==> config.mk <==
export PLATFORM = sky130hd
export DESIGN_NAME = pe_tape_write_formatter
export DESIGN_NICKNAME = d
export VERILOG_FILES = /design/src/pe_fmt_pkg.sv /design/src/pe_tape_write_formatter.sv
export SDC_FILE = /design/constraint.sdc
export NUM_CORES = 1
export LEC_CHECK = 0
export BUFFER_PORTS_ARGS = -buffer_cell sky130_fd_sc_hd__buf_4
export CORE_MARGIN = 5
export CORE_UTILIZATION = 40
export CTS_BUF_LIST = sky130_fd_sc_hd__clkbuf_8 sky130_fd_sc_hd__clkbuf_16
export DETAILED_ROUTE_END_ITERATION = 10
export GPL_ROUTABILITY_DRIVEN = 0
export SETUP_SLACK_MARGIN = 0.15
export SKIP_CTS_REPAIR_TIMING = 1
export SYNTH_ARGS = -nofsm -noshare
export SYNTH_HDL_FRONTEND = slang
export SYNTH_SLANG_ARGS = --single-unit
==> constraint.sdc <==
create_clock -name aclk -period 2.9 [get_ports aclk]
set_input_delay 0.58 -clock aclk [delete_from_list [all_inputs] [get_ports aclk]]
set_output_delay 0.58 -clock aclk [all_outputs]
set_load 0.02 [all_outputs]
==> src/pe_fmt_pkg.sv <==
package pe_fmt_pkg;
  localparam int CLK_PERIOD_NS = 40;
  localparam logic [3:0] OFF_CTRL = 4'h0;
  localparam logic [3:0] OFF_STAT = 4'h4;
  localparam logic [3:0] OFF_FCNT = 4'h8;
  localparam int CTRL_FN_DATA = 0;
  localparam int CTRL_FN_MARK = 1;
  localparam int CTRL_PAR_ODD = 2;
  localparam logic [1:0] RESP_OKAY = 2'h0;
  localparam logic [1:0] RESP_SLVERR = 2'h2;
  localparam int CNT_W = 21;
  localparam logic [20:0] PRE_CHARS = 21'h000028;
  localparam logic [20:0] POST_END = 21'h000050;
  localparam logic [15:0] FCNT_RST = 16'h0000;
  localparam logic [8:0] ZERO_CHAR = 9'h000;
  localparam logic [8:0] SELECT_A_CHAR = 9'h1FF;
  localparam logic [8:0] MARK_CLR_MASK = 9'h0D8;
  localparam logic [8:0] IDB_CLR_MASK = 9'h0FF;
  localparam int IDB_ON_NS = 20000;
  localparam int IDB_ON_CYC = (IDB_ON_NS + CLK_PERIOD_NS - 1) / CLK_PERIOD_NS;
  localparam int IDB_LEN_MS = 64;
  localparam int IDB_LEN_CYC = IDB_LEN_MS * 1000000 / CLK_PERIOD_NS;
  localparam int IDB_DELAY_MS = 74;
  localparam int IDB_DELAY_CYC = IDB_DELAY_MS * 1000000 / CLK_PERIOD_NS;
  localparam int START_DELAY_CYC = 2000;
  typedef enum logic [6:0] {
    ST_IDLE = 7'h01,
    ST_ACCEL = 7'h02,
    ST_PRE0 = 7'h04,
    ST_PRE1 = 7'h08,
    ST_DATA = 7'h10,
    ST_POS1 = 7'h20,
    ST_POS0 = 7'h40
  } fmt_state_t;
endpackage

==> src/pe_tape_write_formatter.sv <==
// Chosen here: the register addresses and the AXI4-Lite slave port.
`timescale 1ns/1ns
module pe_tape_write_formatter #(
  parameter int START_DELAY_CYC = pe_fmt_pkg::START_DELAY_CYC,
  parameter int IDB_DELAY_CYC = pe_fmt_pkg::IDB_DELAY_CYC,
  parameter int IDB_LEN_CYC = pe_fmt_pkg::IDB_LEN_CYC
) (
  input wire logic aclk,
  input wire logic aresetn,
  input wire logic [3:0] awaddr,
  input wire logic awvalid,
  output logic awready,
  input wire logic [31:0] wdata,
  input wire logic [3:0] wstrb,
  input wire logic wvalid,
  output logic wready,
  output logic [1:0] bresp,
  output logic bvalid,
  input wire logic bready,
  input wire logic [3:0] araddr,
  input wire logic arvalid,
  output logic arready,
  output logic [31:0] rdata,
  output logic [1:0] rresp,
  output logic rvalid,
  input wire logic rready,
  input wire logic run,
  input wire logic [7:0] disassembled_char_lines,
  output logic data_char_strobe,
  output logic frame_count_increment,
  input wire logic transport_write_clock,
  input wire logic load_point,
  output logic [8:0] write_data_lines,
  output logic record_strobe,
  output logic write_command,
  output logic forward_command,
  output logic slave_set_pulse,
  output logic heads_energized,
  output logic accelerating_flag,
  output logic id_burst_flag
);
  typedef struct packed {
    logic [2:0] wsync;
    logic [1:0] lpsync;
    logic run_q;
    pe_fmt_pkg::fmt_state_t st;
    logic [20:0] cnt;
    logic half;
    logic [8:0] wbuf;
    logic wrf;
    logic mark;
    logic identification_burst;
    logic idb_mode;
    logic idb_par;
    logic fn_data;
    logic fn_mark;
    logic par_odd;
    logic [15:0] fcnt;
    logic rec;
    logic dstrb;
    logic fcinc;
    logic sset;
    logic wcmd;
    logic heads;
    logic accel;
    logic awready;
    logic wready;
    logic aw_got;
    logic w_got;
    logic [3:0] waddr;
    logic [31:0] wdat;
    logic [3:0] wstb;
    logic bvalid;
    logic [1:0] bresp;
    logic arready;
    logic rvalid;
    logic [1:0] rresp;
    logic [31:0] rdata;
  } fmt_regs_t;

  fmt_regs_t s_r;
  fmt_regs_t s_nxt;

  function automatic logic [8:0] fmt_force(input logic [8:0] v, input logic mark, input logic identification_burst);
    logic [8:0] r;
    r = v;
    if (mark) begin
      r = r & ~pe_fmt_pkg::MARK_CLR_MASK;
    end
    if (identification_burst) begin
      r = r & ~pe_fmt_pkg::IDB_CLR_MASK;
    end
    return r;
  endfunction

  always_comb begin
    logic wclk_edge;
    logic run_rise;
    logic buf_en;
    logic [8:0] mux;
    logic [20:0] cnt_inc;
    logic [15:0] fcnt_inc;
    wclk_edge = 1'b0;
    run_rise = 1'b0;
    buf_en = 1'b0;
    mux = pe_fmt_pkg::ZERO_CHAR;
    cnt_inc = s_r.cnt + 21'h000001;
    fcnt_inc = s_r.fcnt + 16'h0001;
    s_nxt = s_r;
    s_nxt.rec = 1'b0;
    s_nxt.dstrb = 1'b0;
    s_nxt.fcinc = 1'b0;
    s_nxt.sset = 1'b0;
    // The write clock is asynchronous; edges are found after two stages.
    s_nxt.wsync = {s_r.wsync[1:0], transport_write_clock};
    s_nxt.lpsync = {s_r.lpsync[0], load_point};
    wclk_edge = s_r.wsync[1] & ~s_r.wsync[2];
    run_rise = run & ~s_r.run_q;
    s_nxt.run_q = run;

    if (awvalid && s_r.awready) begin
      s_nxt.aw_got = 1'b1;
      s_nxt.waddr = awaddr;
    end
    if (wvalid && s_r.wready) begin
      s_nxt.w_got = 1'b1;
      s_nxt.wdat = wdata;
      s_nxt.wstb = wstrb;
    end
    if (s_r.bvalid && bready) begin
      s_nxt.bvalid = 1'b0;
    end
    if (s_r.aw_got && s_r.w_got && !s_r.bvalid) begin
      s_nxt.aw_got = 1'b0;
      s_nxt.w_got = 1'b0;
      s_nxt.bvalid = 1'b1;
      s_nxt.bresp = pe_fmt_pkg::RESP_OKAY;
      case ({s_r.waddr[3:2], 2'b00})
        pe_fmt_pkg::OFF_CTRL: begin
          // Functions change only between records, so a busy write is dropped.
          if (s_r.wstb[0] && s_r.st == pe_fmt_pkg::ST_IDLE) begin
            s_nxt.fn_data = s_r.wdat[pe_fmt_pkg::CTRL_FN_DATA];
            s_nxt.fn_mark = s_r.wdat[pe_fmt_pkg::CTRL_FN_MARK] & ~s_r.wdat[pe_fmt_pkg::CTRL_FN_DATA];
            s_nxt.par_odd = s_r.wdat[pe_fmt_pkg::CTRL_PAR_ODD];
          end
        end
        pe_fmt_pkg::OFF_STAT: begin
        end
        pe_fmt_pkg::OFF_FCNT: begin
          if (s_r.wstb[0]) begin
            s_nxt.fcnt[7:0] = s_r.wdat[7:0];
          end
          if (s_r.wstb[1]) begin
            s_nxt.fcnt[15:8] = s_r.wdat[15:8];
          end
        end
        default: begin
          s_nxt.bresp = pe_fmt_pkg::RESP_SLVERR;
        end
      endcase
    end
    if (s_r.rvalid && rready) begin
      s_nxt.rvalid = 1'b0;
    end
    if (arvalid && s_r.arready) begin
      s_nxt.rvalid = 1'b1;
      s_nxt.rresp = pe_fmt_pkg::RESP_OKAY;
      case ({araddr[3:2], 2'b00})
        pe_fmt_pkg::OFF_CTRL: s_nxt.rdata = {29'h00000000, s_r.par_odd, s_r.fn_mark, s_r.fn_data};
        pe_fmt_pkg::OFF_STAT: s_nxt.rdata = {20'h00000, s_r.lpsync[1], s_r.accel, s_r.identification_burst, s_r.mark, s_r.wrf, s_r.st};
        pe_fmt_pkg::OFF_FCNT: s_nxt.rdata = {16'h0000, s_r.fcnt};
        default: begin
          s_nxt.rdata = 32'h00000000;
          s_nxt.rresp = pe_fmt_pkg::RESP_SLVERR;
        end
      endcase
    end

    if (run_rise && s_r.st == pe_fmt_pkg::ST_IDLE && (s_r.fn_data || s_r.fn_mark)) begin
      s_nxt.sset = 1'b1;
      s_nxt.wrf = s_r.fn_data;
      s_nxt.mark = s_r.fn_mark;
      s_nxt.heads = 1'b1;
      s_nxt.idb_mode = s_r.fn_data & s_r.lpsync[1];
      s_nxt.st = pe_fmt_pkg::ST_ACCEL;
      s_nxt.cnt = '0;
      s_nxt.half = 1'b0;
    end

    if (s_r.st == pe_fmt_pkg::ST_ACCEL) begin
      s_nxt.cnt = cnt_inc;
      if (s_r.idb_mode) begin
        if (s_r.cnt == 21'(pe_fmt_pkg::IDB_ON_CYC)) begin
          s_nxt.identification_burst = 1'b1;
        end
        if (s_r.cnt == 21'(pe_fmt_pkg::IDB_ON_CYC + IDB_LEN_CYC)) begin
          s_nxt.identification_burst = 1'b0;
        end
      end
      if ((s_r.idb_mode && s_r.cnt == 21'(IDB_DELAY_CYC)) || (!s_r.idb_mode && s_r.cnt == 21'(START_DELAY_CYC))) begin
        s_nxt.st = pe_fmt_pkg::ST_PRE0;
        s_nxt.cnt = '0;
        s_nxt.half = 1'b0;
        s_nxt.identification_burst = 1'b0;
      end
    end

    buf_en = s_r.identification_burst || (s_r.st != pe_fmt_pkg::ST_IDLE && s_r.st != pe_fmt_pkg::ST_ACCEL);

    case (s_r.st)
      pe_fmt_pkg::ST_PRE1: mux = pe_fmt_pkg::SELECT_A_CHAR;
      pe_fmt_pkg::ST_POS1: mux = pe_fmt_pkg::SELECT_A_CHAR;
      pe_fmt_pkg::ST_DATA: mux = {(^disassembled_char_lines) ^ s_r.par_odd, disassembled_char_lines};
      default: mux = pe_fmt_pkg::ZERO_CHAR;
    endcase
    if (s_r.identification_burst) begin
      mux[8] = s_r.idb_par;
    end

    if (wclk_edge && buf_en) begin
      s_nxt.rec = 1'b1;
      if (!s_r.half) begin
        s_nxt.wbuf = fmt_force(mux, s_r.mark, s_r.identification_burst);
        s_nxt.half = 1'b1;
        if (s_r.st == pe_fmt_pkg::ST_DATA) begin
          s_nxt.dstrb = 1'b1;
          s_nxt.fcinc = 1'b1;
          s_nxt.fcnt = fcnt_inc;
          if (fcnt_inc == 16'h0000) begin
            s_nxt.wrf = 1'b0;
          end
        end
      end else begin
        s_nxt.wbuf = fmt_force(~s_r.wbuf, s_r.mark, s_r.identification_burst);
        s_nxt.half = 1'b0;
        if (s_r.identification_burst) begin
          s_nxt.idb_par = ~s_r.idb_par;
        end
        case (s_r.st)
          pe_fmt_pkg::ST_PRE0: begin
            s_nxt.cnt = cnt_inc;
            if (cnt_inc == pe_fmt_pkg::PRE_CHARS) begin
              if (s_r.mark) begin
                s_nxt.st = pe_fmt_pkg::ST_IDLE;
                s_nxt.mark = 1'b0;
                s_nxt.heads = 1'b0;
                s_nxt.fn_mark = 1'b0;
              end else begin
                s_nxt.st = pe_fmt_pkg::ST_PRE1;
              end
            end
          end
          pe_fmt_pkg::ST_PRE1: s_nxt.st = pe_fmt_pkg::ST_DATA;
          pe_fmt_pkg::ST_DATA: begin
            if (!s_nxt.wrf) begin
              s_nxt.st = pe_fmt_pkg::ST_POS1;
            end
          end
          pe_fmt_pkg::ST_POS1: begin
            s_nxt.st = pe_fmt_pkg::ST_POS0;
            s_nxt.cnt = pe_fmt_pkg::PRE_CHARS;
          end
          pe_fmt_pkg::ST_POS0: begin
            s_nxt.cnt = cnt_inc;
            if (cnt_inc == pe_fmt_pkg::POST_END) begin
              s_nxt.st = pe_fmt_pkg::ST_IDLE;
              s_nxt.heads = 1'b0;
              s_nxt.fn_data = 1'b0;
            end
          end
          default: begin
          end
        endcase
      end
    end

    s_nxt.wcmd = s_nxt.fn_data | s_nxt.fn_mark;
    s_nxt.accel = (s_nxt.st == pe_fmt_pkg::ST_ACCEL) && !s_nxt.identification_burst;
    s_nxt.awready = !s_nxt.aw_got && !s_nxt.bvalid;
    s_nxt.wready = !s_nxt.w_got && !s_nxt.bvalid;
    s_nxt.arready = !s_nxt.rvalid;
  end

  always_ff @(posedge aclk) begin
    if (!aresetn) begin
      s_r <= '0;
      s_r.st <= pe_fmt_pkg::ST_IDLE;
    end else begin
      s_r <= s_nxt;
    end
  end

  assign awready = s_r.awready;
  assign wready = s_r.wready;
  assign bvalid = s_r.bvalid;
  assign bresp = s_r.bresp;
  assign arready = s_r.arready;
  assign rvalid = s_r.rvalid;
  assign rresp = s_r.rresp;
  assign rdata = s_r.rdata;
  assign data_char_strobe = s_r.dstrb;
  assign frame_count_increment = s_r.fcinc;
  assign write_data_lines = s_r.wbuf;
  assign record_strobe = s_r.rec;
  assign write_command = s_r.wcmd;
  assign forward_command = s_r.wcmd;
  assign slave_set_pulse = s_r.sset;
  assign heads_energized = s_r.heads;
  assign accelerating_flag = s_r.accel;
  assign id_burst_flag = s_r.identification_burst;
endmodule

==> results.toml, run 1 <==
[job]
maxCapViolCount = 0

[yosys]
synth_flop_cell = "dfxtp_1"
synth_top_family_by_area = "simple AND/OR/NAND/NOR gates"
syn_inst = 858
syn_area_per_cell_sq_um = 8.000
synth_fa_ha_area_share_pct = 0.7291
async_reset_ff_share_pct = 0
synth-compound-area-share_pct = 19.67
muxShareOfSynthArea_pct = 2.242
netlist_area_sq_um = 6864
synth_xor_xnor_area_share_pct = 2.935
synth-seq-cells = 119
yosys.area_share.simple_pct = 29.09
synth_edf_count = 0
synth_cell_types = 88
ys_warn_count = 0
ys_seq_area_share_pct = 34.71

[sta]
min_period_ns = 2.612
skew_ns = 0.008801
drv_slew = 0
max_slew_margin_pct = 48.03
post-route-period-util_pct = 90.06
rsz0062_at_grt = "true"
hold_slack_ns = 0.3711
fmax_mhz = 382.9
tightest_slew_ns = 0.7780
layout_setup_ws_ns = 0.2882
setup_tns_ns = 0
hold_violations = 0
setup_violations = 0

[clock_network]
cts.sinks = 119
htree_levels = 4
clk_latency_ns = 0.42
root_buffer = "clkbuf_16"
cts_tree = "built"
clockBufferDepth = 2
clk_pin_slew_worst_paths_ns = 0.05
numCtsBuffers = 17

[grt]
first_global_vias = 5629
grt_first_pass_wirelength_microns = 29860
grt_use_total_pct = 18.45
grt_max_degree = 28
antenna_found_initial = 0
grt_overflow = 0

[finish]
area_delta_synth_final_pct = 16.48
diodes = 0
final_util_pct = 47.87
nNetsFinal = 968
final_cells = 1135
fillers = 1723
final_common_cell = "dfxtp_1"
layout-drive-gt1-share_pct = 19.78
layout_common_cells = "dfxtp_1, buf_4, nand2_1, nor2_1, a21oi_1"

[placement]
hpwlAfterDp_microns = 13480
io_buffers = 80
dp.cells = 1103
place_ws_ns = 0.2326

[die]
io_pins = 121
die_w_microns = 141.0
start_util_pct = 41.10
coreArea_sq_um = 16700
die_y_microns = 141.0
row_count = 47
die_area_sq_um = 19880

[drt]
wl_per_cell_microns = 16.22
firstDrtPassIters = 5
drt_iter0_drc = 524
drt-total-wl_microns = 18420
num_vias = 6152
drcViolationCount = 0
ant_nets = 0
viasPerCell = 5.420

[setup_path]
cp.arrival_ns = 2.90
critPathKind = "register to register"
cp-end-kind = "register"
crit_fanout = 13
crit_required_ns = 3.18
start_kind = "register"

[status]
status = "complete, no violations"

[pwr]
p_leak_nw = 3.171
max-vdd-ir-drop_uv = 382.3
powerDensity_nw_per_um2 = 505.1

[min_path]
hold_path.class = "input pin to register"
layer usage:
metal / GRT usage [%] / wire length [microns]
met1: 27.85 / 9523
met4: 4.895 / 165
met2: 26.41 / 7737
met5: 0 / 0
met3: 4.030 / 988
cell families after synthesis:
| group | Yosys count |
|---|---|
| xor gates and xnor gates | 23 |
| AOI/OAI and AO/OA | 206 |
| other | 1 |
| DFF | 119 |
| adders and majority gates | 4 |
| and+or+nand+nor | 373 |
| buffers and inverters | 117 |
| muxes | 15 |
worst max-delay path, cell delays in order, from the launching register on:
cell and delay [ns]:
dfxtp_1 0.53, nor2_1 0.19, a41o_1 0.28, buf_4 0.19
or3_1 0.51, nor2b_1 0.19, nand4_1 0.13, a22oi_1 0.36
nor4_2 0.10
synthesized netlist by cell type (15+ instances only):
cell | count | share of area, %
o21ai_0 | 38 | 2.8
nand3_1 | 22 | 1.6
nand2_1 | 94 | 5.1
a21oi_1 | 82 | 6.0
and2_1 | 16 | 1.5
clkbuf_1 | 29 | 1.6
dfxtp_1 | 119 | 35
nor2_1 | 91 | 5.0
a221oi_1 | 16 | 2.0
buf_4 | 53 | 5.8
inv_1 | 15 | 0.82
and3_1 | 16 | 1.5
nor3_1 | 38 | 2.8
final timing paths:
check / from / to / slack, ns / cells after the start
max: s_r[148]$_SDFF_PN0_ / accelerating_flag$_SDFF_PN0_ / 0.29 / 8
min reg2reg: s_nxt[154]$_SDFF_PN0_ / s_r[154]$_SDFF_PN0_ / 0.44 / 1
min: transport_write_clock / s_nxt[156]$_SDFF_PN0_ / 0.37 / 2
max reg2reg: s_r[148]$_SDFF_PN0_ / accelerating_flag$_SDFF_PN0_ / 0.29 / 8
state kept, by name, indices dropped and copies added (netlist names), 3 cells and up:
signal            count
rdata                16
write_data_lines      9
s_r                  77
s_nxt                 3
report_power, final:
group / total (W) / switching [W] / internal [W]
logic: 0.000279 / 0.000168 / 0.000111
registers: 0.00170 / 0.0000239 / 0.00167
clock network: 0.00206 / 0.000760 / 0.00130
stage by stage:
step                      area, sq um  power (W)
after CTS                        7946   0.004083
after global placement           7362   0.002012
final                            7995   0.004038
after global routing             7995   0.004195
after detailed placement         7362   0.002013
after floorplan                  6928   0.001927
area by class of cell:
type	count	area, sq um	share of cell area (%)
multi-input cells	639	3874	48.45
flip-flops and latches	119	2384	29.81
repair buffers	109	818.3	10.23
clock buffers	19	452.9	5.665
well taps	220	275.3	3.443
clock inverters	13	131.4	1.643
inverters	16	60.06	0.7512
(Power assumes the default switching activity.)
==> inputs of run 2 (changes only) <==
BUFFER_PORTS_ARGS = unset   (was -buffer_cell sky130_fd_sc_hd__buf_4)
CTS_CLUSTER_DIAMETER = 100   (was unset)
DONT_BUFFER_PORTS = 1   (was unset)
clock period = 2.5 ns   (was 2.9 ns; I/O delays follow)
==> results.toml, run 2 (synthesis gave the netlist of run 1 again) <==
[status]
status = "complete, no violations"

[finish]
diodes = 0
seqCellArea_sq_um = 2406
nNetsFinal = 934
layout-drive-gt1-share_pct = 19.00
fillers = 1694
fin_area_sq_um = 7823
area_delta_synth_final_pct = 13.96
regMostFlops = "s_r"
final_util_pct = 46.84
layout_common_cells = "dfxtp_1, nand2_1, nor2_1, a21oi_1, buf_4"
final_common_cell = "dfxtp_1"
multi_input_area_sq_um = 3901
largest_register_ffs = 77

[die]
die_y_microns = 141.0
coreArea_sq_um = 16700
die_area_sq_um = 19880
io_pins = 121
die_w_microns = 141.0
start_util_pct = 41.10
row_count = 47

[setup_path]
critical_path_buf_inv_count = 2
start_kind = "register"
critPathKind = "register to register"
cp.arrival_ns = 2.62
path_delay_family = "simple AND/OR/NAND/NOR gates"
cp-end-kind = "register"
crit_required_ns = 2.79
crit_fanout = 5
critPathMaxStageDelay_ns = 0.36
cp_common_cell = "buf_6"
cp_slowest_cell = "nor4_4"
path_cells = "buf_6 -> nand4_1 -> buf_6 -> nor4_4 -> mux2i_1 -> a31o_2 -> nor4b_4 -> and4_1 -> o21bai_1"

[drt]
m1WireLength_microns = 9136
drcViolationCount = 0
wl_per_cell_microns = 17.04
wl_met2_microns = 7762
drt-total-wl_microns = 18730
ant_nets = 0
top_layer = "met4"
wl_met3_microns = 1450
viasPerCell = 5.530
firstDrtPassIters = 5
drt_iter0_drc = 451
num_vias = 6077

[grt]
grt_use_total_pct = 18.82
grt_overflow = 0
grt_max_degree = 31
antenna_found_initial = 0
first_global_vias = 5663
grt_first_pass_wirelength_microns = 30220

[clock_network]
clk_pin_slew_worst_paths_ns = 0.05
root_buffer = "clkbuf_16"
cts_tree = "built"
cts.sinks = 119
clockBufferDepth = 2
clk_latency_ns = 0.42
htree_levels = 4
numCtsBuffers = 17

[placement]
io_buffers = 0
hpwlAfterDp_microns = 13810
place_area_sq_um = 7015

[sta]
max_slew_margin_pct = 58.27
fmax_mhz = 428.7
rsz0062_at_grt = "true"
setup_tns_ns = 0
drv_slew = 0
hold_violations = 0
post-route-period-util_pct = 93.29
hold_slack_ns = 0.2028
skew_ns = 0.007189
setup_violations = 0
min_period_ns = 2.332
tightest_slew_ns = 0.6260

[pwr]
max-vdd-ir-drop_uv = 541.3
p_leak_nw = 2.994
powerDensity_nw_per_um2 = 602.7
p_total_w = 0.004715

[min_path]
hold_path.class = "input pin to register"

[job]
maxCapViolCount = 0
[run 2: cell types whose count changed in the layout (fill, tap and decap cells not counted), sizes merged]
cell and change:
clkinv -1, bufinv +1, buf -34, clkbuf +2
inv -2, clkinvlp -2
[run 2: area by class of cell]
cell class	instances	area share, %
repair buffers	75	7.342
flip-flops and latches	119	30.76
multi-input cells	639	49.87
clock buffers	21	6.142
well taps	220	3.519
clock inverters	9	1.599
inverters	16	0.7678
[run 2: routing by layer]
metal  track usage (%)  vias to the layer above
li1                  -                     3022
met1             27.22                     2814
met2             26.29                      211
met3             5.452                       30
met4             7.190                        0
met5                 0                        -
[run 2: final timing paths]
path                          from                    endpoint  slack [ns]  depth (start not counted)
max            s_r[125]$_SDFF_PN0_  forward_command$_SDFF_PN0_        0.17                          9
min                            run         s_r[152]$_SDFF_PN0_        0.20                          1
max reg2reg    s_r[125]$_SDFF_PN0_  forward_command$_SDFF_PN0_        0.17                          9
min reg2reg  s_nxt[154]$_SDFF_PN0_         s_r[154]$_SDFF_PN0_        0.44                          1
[run 2: report_power, final]
group | internal [W] | total [W] | switching (W)
Sequential | 0.00194 | 0.00200 | 0.0000569
Clock | 0.00165 | 0.00251 | 0.000858
Combinational | 0.0000695 | 0.000209 | 0.000139
Total | 0.00366 | 0.00471 | 0.00105
[run 2: worst register-to-register path, delay by kind of cell, from the launching register on]
kind            cells  cell delay, ns
buf+inv             2            0.28
simple gates        4            1.01
compound gates      2            0.34
mux                 1            0.24
flops               1            0.33
[run 2: through the flow]
step           setup slack (ns)  cells
5_1_grt                 0.06555   1099
3_5_place_dp            0.09008   1055
6_report                 0.1676   1099
3_3_place_gp             0.1376   1055
2_1_floorplan            0.1536    875
4_1_cts                 0.09434   1085
